[src/rtl/pudc_defs.vh]
// register map, field layout and reset values of the pulse up/down counter
`ifndef PUDC_DEFS_VH
`define PUDC_DEFS_VH

// register byte offsets on the wishbone slave
`define PUDC_OFF_CTRL 8'h00
`define PUDC_OFF_PRESCALE 8'h04
`define PUDC_OFF_UPPER 8'h08
`define PUDC_OFF_DISP_LIM 8'h0C
`define PUDC_OFF_COUNT 8'h10
`define PUDC_OFF_DISPLAY 8'h14
`define PUDC_OFF_IRQ_STAT 8'h18
`define PUDC_OFF_IRQ_CLR 8'h1C
`define PUDC_OFF_IRQ_EN 8'h20

// control register fields
`define PUDC_CTL_W 9
`define PUDC_CTL_DOWN 0
`define PUDC_CTL_FALL 1
`define PUDC_CTL_SRC 3:2
`define PUDC_CTL_LIM 5:4
`define PUDC_CTL_DP 8:6

// input source encodings
`define PUDC_SRC_LOGIC 2'h0
`define PUDC_SRC_SINK 2'h1
`define PUDC_SRC_SOURCE 2'h2

// range limit encodings
`define PUDC_LIM_OFF 2'h0
`define PUDC_LIM_ERR 2'h1
`define PUDC_LIM_CLAMP 2'h2

// interrupt status bits
`define PUDC_IRQ_W 4
`define PUDC_IRQ_PULSE 0
`define PUDC_IRQ_LIMIT 1
`define PUDC_IRQ_ERROR 2
`define PUDC_IRQ_EXTRST 3

// display register fields
`define PUDC_DSP_ERR 31
`define PUDC_DSP_DP 26:24

// reset values
`define PUDC_RST_CTRL 9'h000
`define PUDC_RST_PRESCALE 16'h0001
`define PUDC_RST_UPPER 24'h00FFFF
`define PUDC_RST_DISP_LIM 16'h270F

`endif

[src/rtl/pudc_scaler.v]
// sequential count-to-display scaler: count * scale / limit
`default_nettype none

module pudc_scaler #(
    parameter CW = 24,
    parameter DW = 16
) (
    input wire clk,
    input wire rst_n,
    input wire start,
    input wire [CW-1:0] count,
    input wire [DW-1:0] scale,
    input wire [CW-1:0] limit,
    output wire idle,
    output reg done_r,
    output reg [DW-1:0] quot_r
);
    localparam NW = CW + DW;
    localparam IW = $clog2(NW + 1);
    localparam [2:0] SC_IDLE = 3'b001;
    localparam [2:0] SC_RUN = 3'b010;
    localparam [2:0] SC_DONE = 3'b100;
    localparam [IW-1:0] STEPS = NW;
    localparam [IW-1:0] ONE = 1;

    reg [2:0] state_r;
    reg [NW-1:0] num_r;
    reg [CW:0] rem_r;
    reg [CW-1:0] lim_r;
    reg [IW-1:0] step_r;
    wire [CW:0] rem_sh;
    wire fits;
    wire sat;

    // one restoring step: numerator bits shift out the top into the remainder, quotient bits shift in at the bottom
    assign rem_sh = {rem_r[CW-1:0], num_r[NW-1]};
    assign fits = (rem_sh >= {1'b0, lim_r});
    assign idle = state_r[0];
    // result wider than the display saturates rather than wraps
    assign sat = |num_r[NW-1:DW];

    // division state machine, about NW+2 cycles per result
    always @(posedge clk)
    begin
        if (!rst_n)
        begin
            state_r <= SC_IDLE;
            num_r <= {NW{1'b0}};
            rem_r <= {(CW+1){1'b0}};
            lim_r <= {CW{1'b0}};
            step_r <= {IW{1'b0}};
            done_r <= 1'b0;
            quot_r <= {DW{1'b0}};
        end
        else
        begin
            done_r <= 1'b0;
            case (state_r)
                SC_IDLE:
                begin
                    if (start)
                    begin
                        num_r <= count * scale;
                        lim_r <= limit;
                        rem_r <= {(CW+1){1'b0}};
                        step_r <= STEPS;
                        state_r <= SC_RUN;
                    end
                end
                SC_RUN:
                begin
                    rem_r <= fits ? (rem_sh - {1'b0, lim_r}) : rem_sh;
                    num_r <= {num_r[NW-2:0], fits};
                    step_r <= step_r - ONE;
                    if (step_r == ONE)
                        state_r <= SC_DONE;
                end
                SC_DONE:
                begin
                    // zero limit divides by zero: show full scale
                    if (sat || lim_r == {CW{1'b0}})
                        quot_r <= {DW{1'b1}};
                    else
                        quot_r <= num_r[DW-1:0];
                    done_r <= 1'b1;
                    state_r <= SC_IDLE;
                end
                default:
                    state_r <= SC_IDLE;
            endcase
        end
    end
endmodule // pudc_scaler

`default_nettype wire

[src/rtl/pudc_top.v]
// pulse up/down counter with prescaler, range limits and wishbone registers
`include "pudc_defs.vh"
`default_nettype none

module pudc_top #(
    parameter CW = 24,
    parameter PW = 16,
    parameter DW = 16
) (
    input wire clk,
    input wire rst_n,
    input wire wb_cyc_i,
    input wire wb_stb_i,
    input wire wb_we_i,
    input wire [7:0] wb_adr_i,
    input wire [3:0] wb_sel_i,
    input wire [31:0] wb_dat_i,
    output reg [31:0] wb_dat_o,
    output reg wb_ack_o,
    input wire cnt_pin,
    input wire ext_rst_pin_n,
    output wire pull_up_en,
    output wire pull_down_en,
    input wire nv_load_valid,
    input wire [CW-1:0] nv_load_value,
    output reg nv_save_stb,
    output reg [CW-1:0] nv_save_value,
    output reg [DW-1:0] disp_value,
    output reg [2:0] disp_dp,
    output reg disp_err,
    output wire irq
);
    localparam [1:0] ST_RESTORE = 2'b01;
    localparam [1:0] ST_RUN = 2'b10;
    localparam [CW-1:0] ABS_MAX = {CW{1'b1}};
    localparam [CW-1:0] CNT_ZERO = {CW{1'b0}};
    localparam [CW-1:0] CNT_ONE = 1;
    localparam [PW-1:0] PRE_ONE = 1;
    localparam [`PUDC_CTL_W-1:0] RST_CTRL = `PUDC_RST_CTRL;
    localparam [PW-1:0] RST_PRE = `PUDC_RST_PRESCALE;
    localparam [CW-1:0] RST_UPPER = `PUDC_RST_UPPER;
    localparam [DW-1:0] RST_DLIM = `PUDC_RST_DISP_LIM;

    // configuration and status registers
    reg [`PUDC_CTL_W-1:0] ctrl_r;
    reg [PW-1:0] prescale_r;
    reg [CW-1:0] upper_r;
    reg [DW-1:0] disp_lim_r;
    reg [`PUDC_IRQ_W-1:0] irq_stat_r;
    reg [`PUDC_IRQ_W-1:0] irq_en_r;
    // pin synchronisers and edge history
    reg cnt_s1_r;
    reg cnt_s2_r;
    reg cnt_d_r;
    reg ers_s1_r;
    reg ers_s2_r;
    reg ers_d_r;
    // counting core
    reg [1:0] state_r;
    reg [PW-1:0] pre_cnt_r;
    reg [CW-1:0] count_r;
    reg [CW-1:0] count_nxt;
    reg over_r;
    reg over_nxt;
    reg under_r;
    reg under_nxt;
    reg abs_err_r;
    reg abs_err_nxt;
    reg evt_limit;
    reg evt_error;
    // bus side
    reg [31:0] rdata;
    reg [`PUDC_IRQ_W-1:0] irq_set;

    wire dir_down = ctrl_r[`PUDC_CTL_DOWN];
    wire fall_sel = ctrl_r[`PUDC_CTL_FALL];
    wire [1:0] src_sel = ctrl_r[`PUDC_CTL_SRC];
    wire [1:0] lim_sel = ctrl_r[`PUDC_CTL_LIM];
    wire lim_err = (lim_sel == `PUDC_LIM_ERR);
    wire lim_clamp = (lim_sel == `PUDC_LIM_CLAMP);
    wire lim_on = lim_err | lim_clamp;
    wire ext_hold = ~ers_s2_r;
    wire edge_stb;
    wire [PW-1:0] divisor;
    wire tick;
    wire [CW-1:0] start_val;
    wire req = wb_cyc_i & wb_stb_i;
    wire wr_en = req & wb_we_i & wb_ack_o;
    wire sc_idle;
    wire sc_done;
    wire [DW-1:0] sc_quot;
    wire [31:0] wr_data;

    // byte-lane merge so that sel gates every write but the interrupt clear, which takes wb_dat_i whole
    function [31:0] wmerge;
        input [31:0] old;
        input [31:0] nw;
        input [3:0] sel;
        integer i;
        begin
            wmerge = old;
            for (i = 0; i < 4; i = i + 1)
                if (sel[i])
                    wmerge[i*8 +: 8] = nw[i*8 +: 8];
        end
    endfunction

    // lanes merged onto the addressed register's own read value
    assign wr_data = wmerge(rdata, wb_dat_i, wb_sel_i);

    // pull resistors follow the chosen input source
    assign pull_up_en = (src_sel == `PUDC_SRC_SINK);
    assign pull_down_en = (src_sel == `PUDC_SRC_SOURCE);

    // two synchroniser flops and one history flop per pin; the first stage feeds only the second
    always @(posedge clk)
    begin
        if (!rst_n)
        begin
            cnt_s1_r <= 1'b0;
            cnt_s2_r <= 1'b0;
            cnt_d_r <= 1'b0;
            ers_s1_r <= 1'b1;
            ers_s2_r <= 1'b1;
            ers_d_r <= 1'b1;
        end
        else
        begin
            cnt_s1_r <= cnt_pin;
            cnt_s2_r <= cnt_s1_r;
            cnt_d_r <= cnt_s2_r;
            ers_s1_r <= ext_rst_pin_n;
            ers_s2_r <= ers_s1_r;
            ers_d_r <= ers_s2_r;
        end
    end

    // no debouncing: a bouncing contact counts every bounce
    assign edge_stb = fall_sel ? (cnt_d_r & ~cnt_s2_r) : (~cnt_d_r & cnt_s2_r);

    // a prescale of zero is read as one, so no edge is ever swallowed
    assign divisor = (prescale_r == {PW{1'b0}}) ? PRE_ONE : prescale_r;
    assign tick = edge_stb & ~ext_hold & state_r[1] & (pre_cnt_r == divisor - PRE_ONE);

    // prescaler restarts with the counter under external reset
    always @(posedge clk)
    begin
        if (!rst_n)
            pre_cnt_r <= {PW{1'b0}};
        else if (ext_hold)
            pre_cnt_r <= {PW{1'b0}};
        else if (tick)
            pre_cnt_r <= {PW{1'b0}};
        else if (edge_stb)
            pre_cnt_r <= pre_cnt_r + PRE_ONE;
    end

    assign start_val = dir_down ? upper_r : CNT_ZERO;

    // next count, range flags and events
    always @*
    begin
        count_nxt = count_r;
        over_nxt = over_r;
        under_nxt = under_r;
        abs_err_nxt = abs_err_r;
        evt_limit = 1'b0;
        evt_error = 1'b0;
        if (ext_hold)
        begin
            count_nxt = start_val;
            over_nxt = 1'b0;
            under_nxt = 1'b0;
            abs_err_nxt = 1'b0;
        end
        else if (tick && !dir_down)
        begin
            if (count_r == ABS_MAX)
            begin
                abs_err_nxt = 1'b1;
                evt_error = 1'b1;
            end
            else if (lim_on && count_r >= upper_r)
            begin
                // bounded: count parks on the limit
                over_nxt = 1'b1;
                evt_error = lim_err;
            end
            else
            begin
                count_nxt = count_r + CNT_ONE;
                evt_limit = (count_r + CNT_ONE == upper_r);
            end
        end
        else if (tick && dir_down)
        begin
            if (count_r == CNT_ZERO)
            begin
                under_nxt = 1'b1;
                evt_error = lim_err;
            end
            else
            begin
                count_nxt = count_r - CNT_ONE;
                evt_limit = (count_r == CNT_ONE);
            end
        end
    end

    // restore from the store once, on the first cycle after reset
    always @(posedge clk)
    begin
        if (!rst_n)
        begin
            state_r <= ST_RESTORE;
            count_r <= CNT_ZERO;
            over_r <= 1'b0;
            under_r <= 1'b0;
            abs_err_r <= 1'b0;
            nv_save_stb <= 1'b0;
            nv_save_value <= CNT_ZERO;
        end
        else
        begin
            nv_save_stb <= 1'b0;
            case (state_r)
                ST_RESTORE:
                begin
                    count_r <= nv_load_valid ? nv_load_value : start_val;
                    state_r <= ST_RUN;
                end
                ST_RUN:
                begin
                    count_r <= count_nxt;
                    over_r <= over_nxt;
                    under_r <= under_nxt;
                    abs_err_r <= abs_err_nxt;
                    // every change is pushed out so a power loss keeps it
                    if (count_nxt != count_r)
                    begin
                        nv_save_stb <= 1'b1;
                        nv_save_value <= count_nxt;
                    end
                end
                default:
                    state_r <= ST_RESTORE;
            endcase
        end
    end

    // scaler recomputes continuously; output lags the count by one pass
    pudc_scaler #(
        .CW(CW),
        .DW(DW)
    ) u_scaler (
        .clk(clk),
        .rst_n(rst_n),
        .start(sc_idle),
        .count(count_r),
        .scale(disp_lim_r),
        .limit(upper_r),
        .idle(sc_idle),
        .done_r(sc_done),
        .quot_r(sc_quot)
    );

    // shown value, decimal point and error indication
    always @(posedge clk)
    begin
        if (!rst_n)
        begin
            disp_value <= {DW{1'b0}};
            disp_dp <= 3'h0;
            disp_err <= 1'b0;
        end
        else
        begin
            disp_dp <= ctrl_r[`PUDC_CTL_DP];
            disp_err <= abs_err_r | (lim_err & (over_r | under_r));
            if (lim_clamp && over_r)
                disp_value <= disp_lim_r;
            else if (lim_clamp && under_r)
                disp_value <= {DW{1'b0}};
            else if (sc_done)
                disp_value <= sc_quot;
        end
    end

    // sticky events; a new event beats a clear in the same cycle
    always @*
    begin
        irq_set = {`PUDC_IRQ_W{1'b0}};
        irq_set[`PUDC_IRQ_PULSE] = tick;
        irq_set[`PUDC_IRQ_LIMIT] = evt_limit & state_r[1];
        irq_set[`PUDC_IRQ_ERROR] = evt_error & state_r[1];
        irq_set[`PUDC_IRQ_EXTRST] = ers_d_r & ~ers_s2_r;
    end

    assign irq = |(irq_stat_r & irq_en_r);

    // wishbone register writes, committed on the acknowledging edge
    always @(posedge clk)
    begin
        if (!rst_n)
        begin
            ctrl_r <= RST_CTRL;
            prescale_r <= RST_PRE;
            upper_r <= RST_UPPER;
            disp_lim_r <= RST_DLIM;
            irq_en_r <= {`PUDC_IRQ_W{1'b0}};
            irq_stat_r <= {`PUDC_IRQ_W{1'b0}};
        end
        else
        begin
            if (wr_en && wb_adr_i == `PUDC_OFF_CTRL)
                ctrl_r <= wr_data[`PUDC_CTL_W-1:0];
            if (wr_en && wb_adr_i == `PUDC_OFF_PRESCALE)
                prescale_r <= wr_data[PW-1:0];
            if (wr_en && wb_adr_i == `PUDC_OFF_UPPER)
                upper_r <= wr_data[CW-1:0];
            if (wr_en && wb_adr_i == `PUDC_OFF_DISP_LIM)
                disp_lim_r <= wr_data[DW-1:0];
            if (wr_en && wb_adr_i == `PUDC_OFF_IRQ_EN)
                irq_en_r <= wr_data[`PUDC_IRQ_W-1:0];
            if (wr_en && wb_adr_i == `PUDC_OFF_IRQ_CLR)
                irq_stat_r <= (irq_stat_r & ~wb_dat_i[`PUDC_IRQ_W-1:0]) | irq_set;
            else
                irq_stat_r <= irq_stat_r | irq_set;
        end
    end

    // read mux; unmapped and write-only offsets read zero
    always @*
    begin
        rdata = 32'h00000000;
        case (wb_adr_i)
            `PUDC_OFF_CTRL: rdata[`PUDC_CTL_W-1:0] = ctrl_r;
            `PUDC_OFF_PRESCALE: rdata[PW-1:0] = prescale_r;
            `PUDC_OFF_UPPER: rdata[CW-1:0] = upper_r;
            `PUDC_OFF_DISP_LIM: rdata[DW-1:0] = disp_lim_r;
            `PUDC_OFF_COUNT: rdata[CW-1:0] = count_r;
            `PUDC_OFF_DISPLAY:
            begin
                rdata[DW-1:0] = disp_value;
                rdata[`PUDC_DSP_DP] = disp_dp;
                rdata[`PUDC_DSP_ERR] = disp_err;
            end
            `PUDC_OFF_IRQ_STAT: rdata[`PUDC_IRQ_W-1:0] = irq_stat_r;
            `PUDC_OFF_IRQ_EN: rdata[`PUDC_IRQ_W-1:0] = irq_en_r;
            default: rdata = 32'h00000000;
        endcase
    end

    // one wait state: ack one cycle after the request, dropped the next
    always @(posedge clk)
    begin
        if (!rst_n)
        begin
            wb_ack_o <= 1'b0;
            wb_dat_o <= 32'h00000000;
        end
        else
        begin
            wb_ack_o <= req & ~wb_ack_o;
            if (req && !wb_ack_o)
                wb_dat_o <= rdata;
        end
    end
endmodule // pudc_top

`default_nettype wire

[config.mk]
export PLATFORM = sky130hd
export DESIGN_NAME = pudc_top
export DESIGN_NICKNAME = d
export VERILOG_FILES = /design/src/rtl/pudc_scaler.v /design/src/rtl/pudc_top.v
export VERILOG_INCLUDE_DIRS = /design/src /design/src/rtl
export SDC_FILE = /design/constraint.sdc
export NUM_CORES = 2
export LEC_CHECK = 0
export ABC_CLOCK_PERIOD_IN_PS = 7400
export BUFFER_PORTS_ARGS = -buffer_cell sky130_fd_sc_hd__buf_2
export CORE_ASPECT_RATIO = 1.1
export CORE_MARGIN = 4
export CORE_UTILIZATION = 56
export CTS_CLUSTER_SIZE = 28
export DETAILED_ROUTE_END_ITERATION = 7
export GPL_TIMING_DRIVEN = 0
export PLACE_DENSITY_LB_ADDON = 0.25
export SYNTH_ARGS = -nofsm -noshare
export SYNTH_HDL_FRONTEND = slang
export SYNTH_SLANG_ARGS = --single-unit
export TNS_END_PERCENT = 100
[constraint.sdc]
create_clock -name clk -period 7.4 [get_ports clk]
set_clock_uncertainty 0.2 [all_clocks]
set_input_delay 1.85 -clock clk [delete_from_list [all_inputs] [get_ports clk]]
set_output_delay 1.85 -clock clk [all_outputs]
set_load 0.02 [all_outputs]
==> out/summary.json <==
{
  "run_status": {"value": "finished, violations left"},
  "failed_checks": {"value": "negative setup slack"},
  "power.total": {"value": 7824, "unit": "uW"},
  "grt_pass1_vias": {"value": 29270},
  "critPathMostFrequentCell": {"value": "sky130_fd_sc_hd__fa_1"},
  "synth_enable_flop_cells": {"value": 0},
  "cts.clk_slew.worst_paths": {"value": 60, "unit": "ps"},
  "ys_seq_elements": {"value": 312},
  "netlist_area": {"value": 30640, "unit": "um2"},
  "core-area": {"value": 53900, "unit": "um2"},
  "crit_buf_inv": {"value": 4},
  "syn-mean-instance-area": {"value": 7.854, "unit": "um2"},
  "setup.worst_path.end_class": {"value": "flop"},
  "final_setup_fails": {"value": 2},
  "synth-compound-area-share": {"value": 16.63, "unit": "%"},
  "gpl.final_weighted_congestion": {"value": 1.093},
  "syn-instance-count": {"value": 3901},
  "layout_min_cycle_time": {"value": 7490, "unit": "ps"},
  "final-hold-violation-count": {"value": 0},
  "via_count": {"value": 30240},
  "final_antenna_net_count": {"value": 0},
  "report.final.slew_viol_count": {"value": 0},
  "crit_chain": {"value": "buf_4 > and2_1 > fa_1 > fa_1 > fa_1 > fa_1 > fa_1 > inv_1 > fa_1 > inv_1 > ha_1 > nand2_1 > or3_4 > o41ai_4 > nor4_4 > nor4b_2 > buf_4 > o211ai_1 > a31oi_2 > nand4_1 > nand3_2 > mux2i_2 > a21oi_1"},
  "setup_tns": {"value": -90.56, "unit": "ps"},
  "timing_worst_slew_pin_value": {"value": 1453, "unit": "ps"},
  "post_drt_wl_per_cell": {"value": 25.40, "unit": "um"},
  "finalWirelength": {"value": 122.5, "unit": "mm"},
  "grt_max_degree": {"value": 20},
  "crit_fanout": {"value": 19},
  "yosys.area_share.simple": {"value": 20.62, "unit": "%"},
  "drt_first_iter_violations": {"value": 3287},
  "portBuffers": {"value": 137},
  "placed_cell_area": {"value": 32260, "unit": "um2"},
  "synthTopCellsByArea": {"value": "sky130_fd_sc_hd__dfxtp_1 (20%), sky130_fd_sc_hd__fa_1 (20%), sky130_fd_sc_hd__nand2_1 (7.0%)"},
  "maxCapViolCount": {"value": 0},
  "synthAdderAreaFrac": {"value": 27.08, "unit": "%"},
  "number_of_cts_inserted_buffers": {"value": 31},
  "rsz_0062_raised_after_global_routing": {"value": "true"},
  "synth.yosys.warnings": {"value": 0},
  "grt_pass1_wl": {"value": 181.7, "unit": "mm"},
  "synth_async_sr_flop_share": {"value": 0, "unit": "%"},
  "dominant_combinational_cell_family_by_area_after_synthesis": {"value": "adder cells"},
  "fraction_of_the_cycle_the_final_worst_path_needs": {"value": 101.2, "unit": "%"},
  "postCtsHoldBufs": {"value": 0},
  "synth.area.mux_share": {"value": 2.042, "unit": "%"},
  "clock_latency": {"value": 640, "unit": "ps"},
  "post-route-drc-count": {"value": 0},
  "htree_levels": {"value": 1},
  "critical_path.slowest_cell": {"value": "sky130_fd_sc_hd__dfxtp_1"},
  "max_stage_delay": {"value": 630, "unit": "ps"},
  "synth-xor-area-share": {"value": 3.945, "unit": "%"},
  "fp.dieArea": {"value": 58520, "unit": "um2"},
  "num-fill-cells": {"value": 4917},
  "synth_sequential_area_ratio": {"value": 20.39, "unit": "%"},
  "timing.setup.critical_path_class": {"value": "reg -> reg"},
  "tritoncts": {"value": "yes"},
  "ctsLongestPathBuffers": {"value": 3},
  "worstSetupStartpointType": {"value": "flop"},
  "detailed_place_hpwl": {"value": 95.28, "unit": "mm"},
  "crit_required": {"value": 7650, "unit": "ps"},
  "top_level_ports": {"value": 157},
  "power.leakage": {"value": 0.01543, "unit": "uW"},
  "initial_utilization": {"value": 56.85, "unit": "%"},
  "fp.dieH": {"value": 253.3, "unit": "um"},
  "synth_area_leader_cell": {"value": "sky130_fd_sc_hd__dfxtp_1"},
  "timing.hold.worst.class": {"value": "reg -> reg"},
  "mostFrequentLayoutCell": {"value": "sky130_fd_sc_hd__nand2_1"},
  "design.final.nets": {"value": 4626},
  "antenna_found_initial": {"value": 11},
  "worst-endpoint-arrival": {"value": 7740, "unit": "ps"},
  "yosys.cell_types.count": {"value": 84},
  "die_width": {"value": 231.0, "unit": "um"},
  "clk_root_buffer_cell": {"value": "sky130_fd_sc_hd__clkbuf_16"},
  "via_per_inst": {"value": 6.269},
  "overflow": {"value": 0},
  "gr-usage-all-layers": {"value": 41.12, "unit": "%"},
  "setup_ws": {"value": -90.18, "unit": "ps"},
  "synth_ff_type": {"value": "sky130_fd_sc_hd__dfxtp_1"},
  "p_per_area": {"value": 227.6, "unit": "nW/um2"},
  "cp_top_family": {"value": "adder cells"},
  "cts.sinks": {"value": 312},
  "yosys.area.top_type_share": {"value": 20.39, "unit": "%"},
  "layout.cells.most_common_list": {"value": "sky130_fd_sc_hd__nand2_1 (574), sky130_fd_sc_hd__inv_1 (458), sky130_fd_sc_hd__fa_1 (304)"},
  "firstDrtPassIters": {"value": 7},
  "share_of_layout_cells_above_drive_strength_1": {"value": 9.599, "unit": "%"},
  "relSlewSlack": {"value": 2.211, "unit": "%"},
  "area_growth": {"value": 12.21, "unit": "%"},
  "max_freq": {"value": 133.5, "unit": "MHz"},
  "final_cell_area": {"value": 34380, "unit": "um2"},
  "worst-r2r-setup-slack": {"value": -90, "unit": "ps"},
  "rows": {"value": 89},
  "peakVddDrop": {"value": 0.0001482, "unit": "V"}
}
==> registers in the layout, indices dropped and copies added (netlist names), 2 cells and up <==
signal / count
disp_value: 16
wb_dat_o: 28
prescale_r: 16
u_scaler.quot_r: 16
u_scaler.lim_r: 24
upper_r: 24
pre_cnt_r: 16
irq_en_r: 4
disp_dp: 3
count_r: 24
u_scaler.step_r: 6
u_scaler.num_r: 40
ctrl_r: 9
u_scaler.rem_r: 24
irq_stat_r: 4
state_r: 2
disp_lim_r: 16
nv_save_value: 24
u_scaler.state_r: 3
==> report_power, final <==
part,internal [uW],switching (uW)
logic,1570,2610
clock network,1010,732
registers,1790,109
total,4370,3450
==> per-layer routing <==
metal | GRT usage (%) | vias up | wire length, um | share of wire (%)
met5 | 0.4934 | - | 57 | 0.047
met4 | 26.52 | 6 | 9381 | 7.7
met3 | 9.338 | 467 | 14000 | 11
met2 | 64.05 | 1915 | 53370 | 44
met1 | 51.58 | 14620 | 45700 | 37
li1 | - | 13230 | - | -
==> synth_stat cells, types with 46 or more instances <==
| cell | instances |
|---|---|
| sky130_fd_sc_hd__dfxtp_1 | 312 |
| sky130_fd_sc_hd__nand2_1 | 574 |
| sky130_fd_sc_hd__clkbuf_1 | 252 |
| sky130_fd_sc_hd__inv_1 | 458 |
| sky130_fd_sc_hd__a21oi_1 | 282 |
| sky130_fd_sc_hd__o211ai_1 | 46 |
| sky130_fd_sc_hd__fa_1 | 307 |
| sky130_fd_sc_hd__ha_1 | 172 |
| sky130_fd_sc_hd__mux2i_1 | 58 |
| sky130_fd_sc_hd__and2_1 | 174 |
| sky130_fd_sc_hd__nor3_1 | 63 |
| sky130_fd_sc_hd__xnor2_1 | 84 |
| sky130_fd_sc_hd__o21ai_0 | 141 |
| sky130_fd_sc_hd__nor2_1 | 275 |
| sky130_fd_sc_hd__nand3_1 | 68 |
| sky130_fd_sc_hd__xor2_1 | 54 |
| sky130_fd_sc_hd__a22oi_1 | 87 |
==> cell type report <==
type | instances | area, um2 | area share [%]
clock buffer | 43 | 880.8 | 2.562
timing repair buffer | 165 | 899.6 | 2.617
tap | 728 | 910.9 | 2.650
inverter | 459 | 1723 | 5.012
antenna | 2 | 5.005 | 0.01456
multi-input combinational | 2845 | 21730 | 63.20
clock inverter | 13 | 215.2 | 0.6260
buffer | 257 | 1699 | 4.942
sequential | 312 | 6316 | 18.37
==> repair_timing <==
action	4_1_cts	5_1_grt
pin swaps	3	20
setup buffers	3	25
endpoints found under the setup margin	28	34
gates resized for setup	252	127
==> path summary, 6_finish.rpt <==
check | cells after the start | to | start
setup / recovery | 23 | u_scaler.num_r[39] | count_r[1]
hold / removal | 1 | ers_s2_r | ers_s1_r
setup reg to reg | 23 | u_scaler.num_r[39] | count_r[1]
hold reg to reg | 1 | ers_s2_r | ers_s1_r
==> cells by family (layout without fill, tap and decap cells) <==
family / count (synthesis) / after routing
simple gates: 1362 / 1362
compound gates: 800 / 800
flops: 312 / 312
buf+inv: 747 / 937
xor+xnor: 138 / 138
mux: 62 / 62
fa+ha+maj: 479 / 479
other cells: 1 / 6
==> stage by stage <==
stage / util [%] / setup WS [ps] / cells / hold slack [ps]
5_1_grt: 63.78 / -174.4 / 4822 / 246.7
2_1_floorplan: - / 22.60 / 3904 / 186.3
3_5_place_dp: 59.86 / -2283 / 4769 / 195.4
4_1_cts: 63.39 / 1.458 / 4811 / 208.9
3_3_place_gp: 59.85 / -2255 / 4769 / 190.9
6_report: 63.78 / -90.18 / 4824 / 212.2
Note: power is estimated with default switching activity, not from simulation.
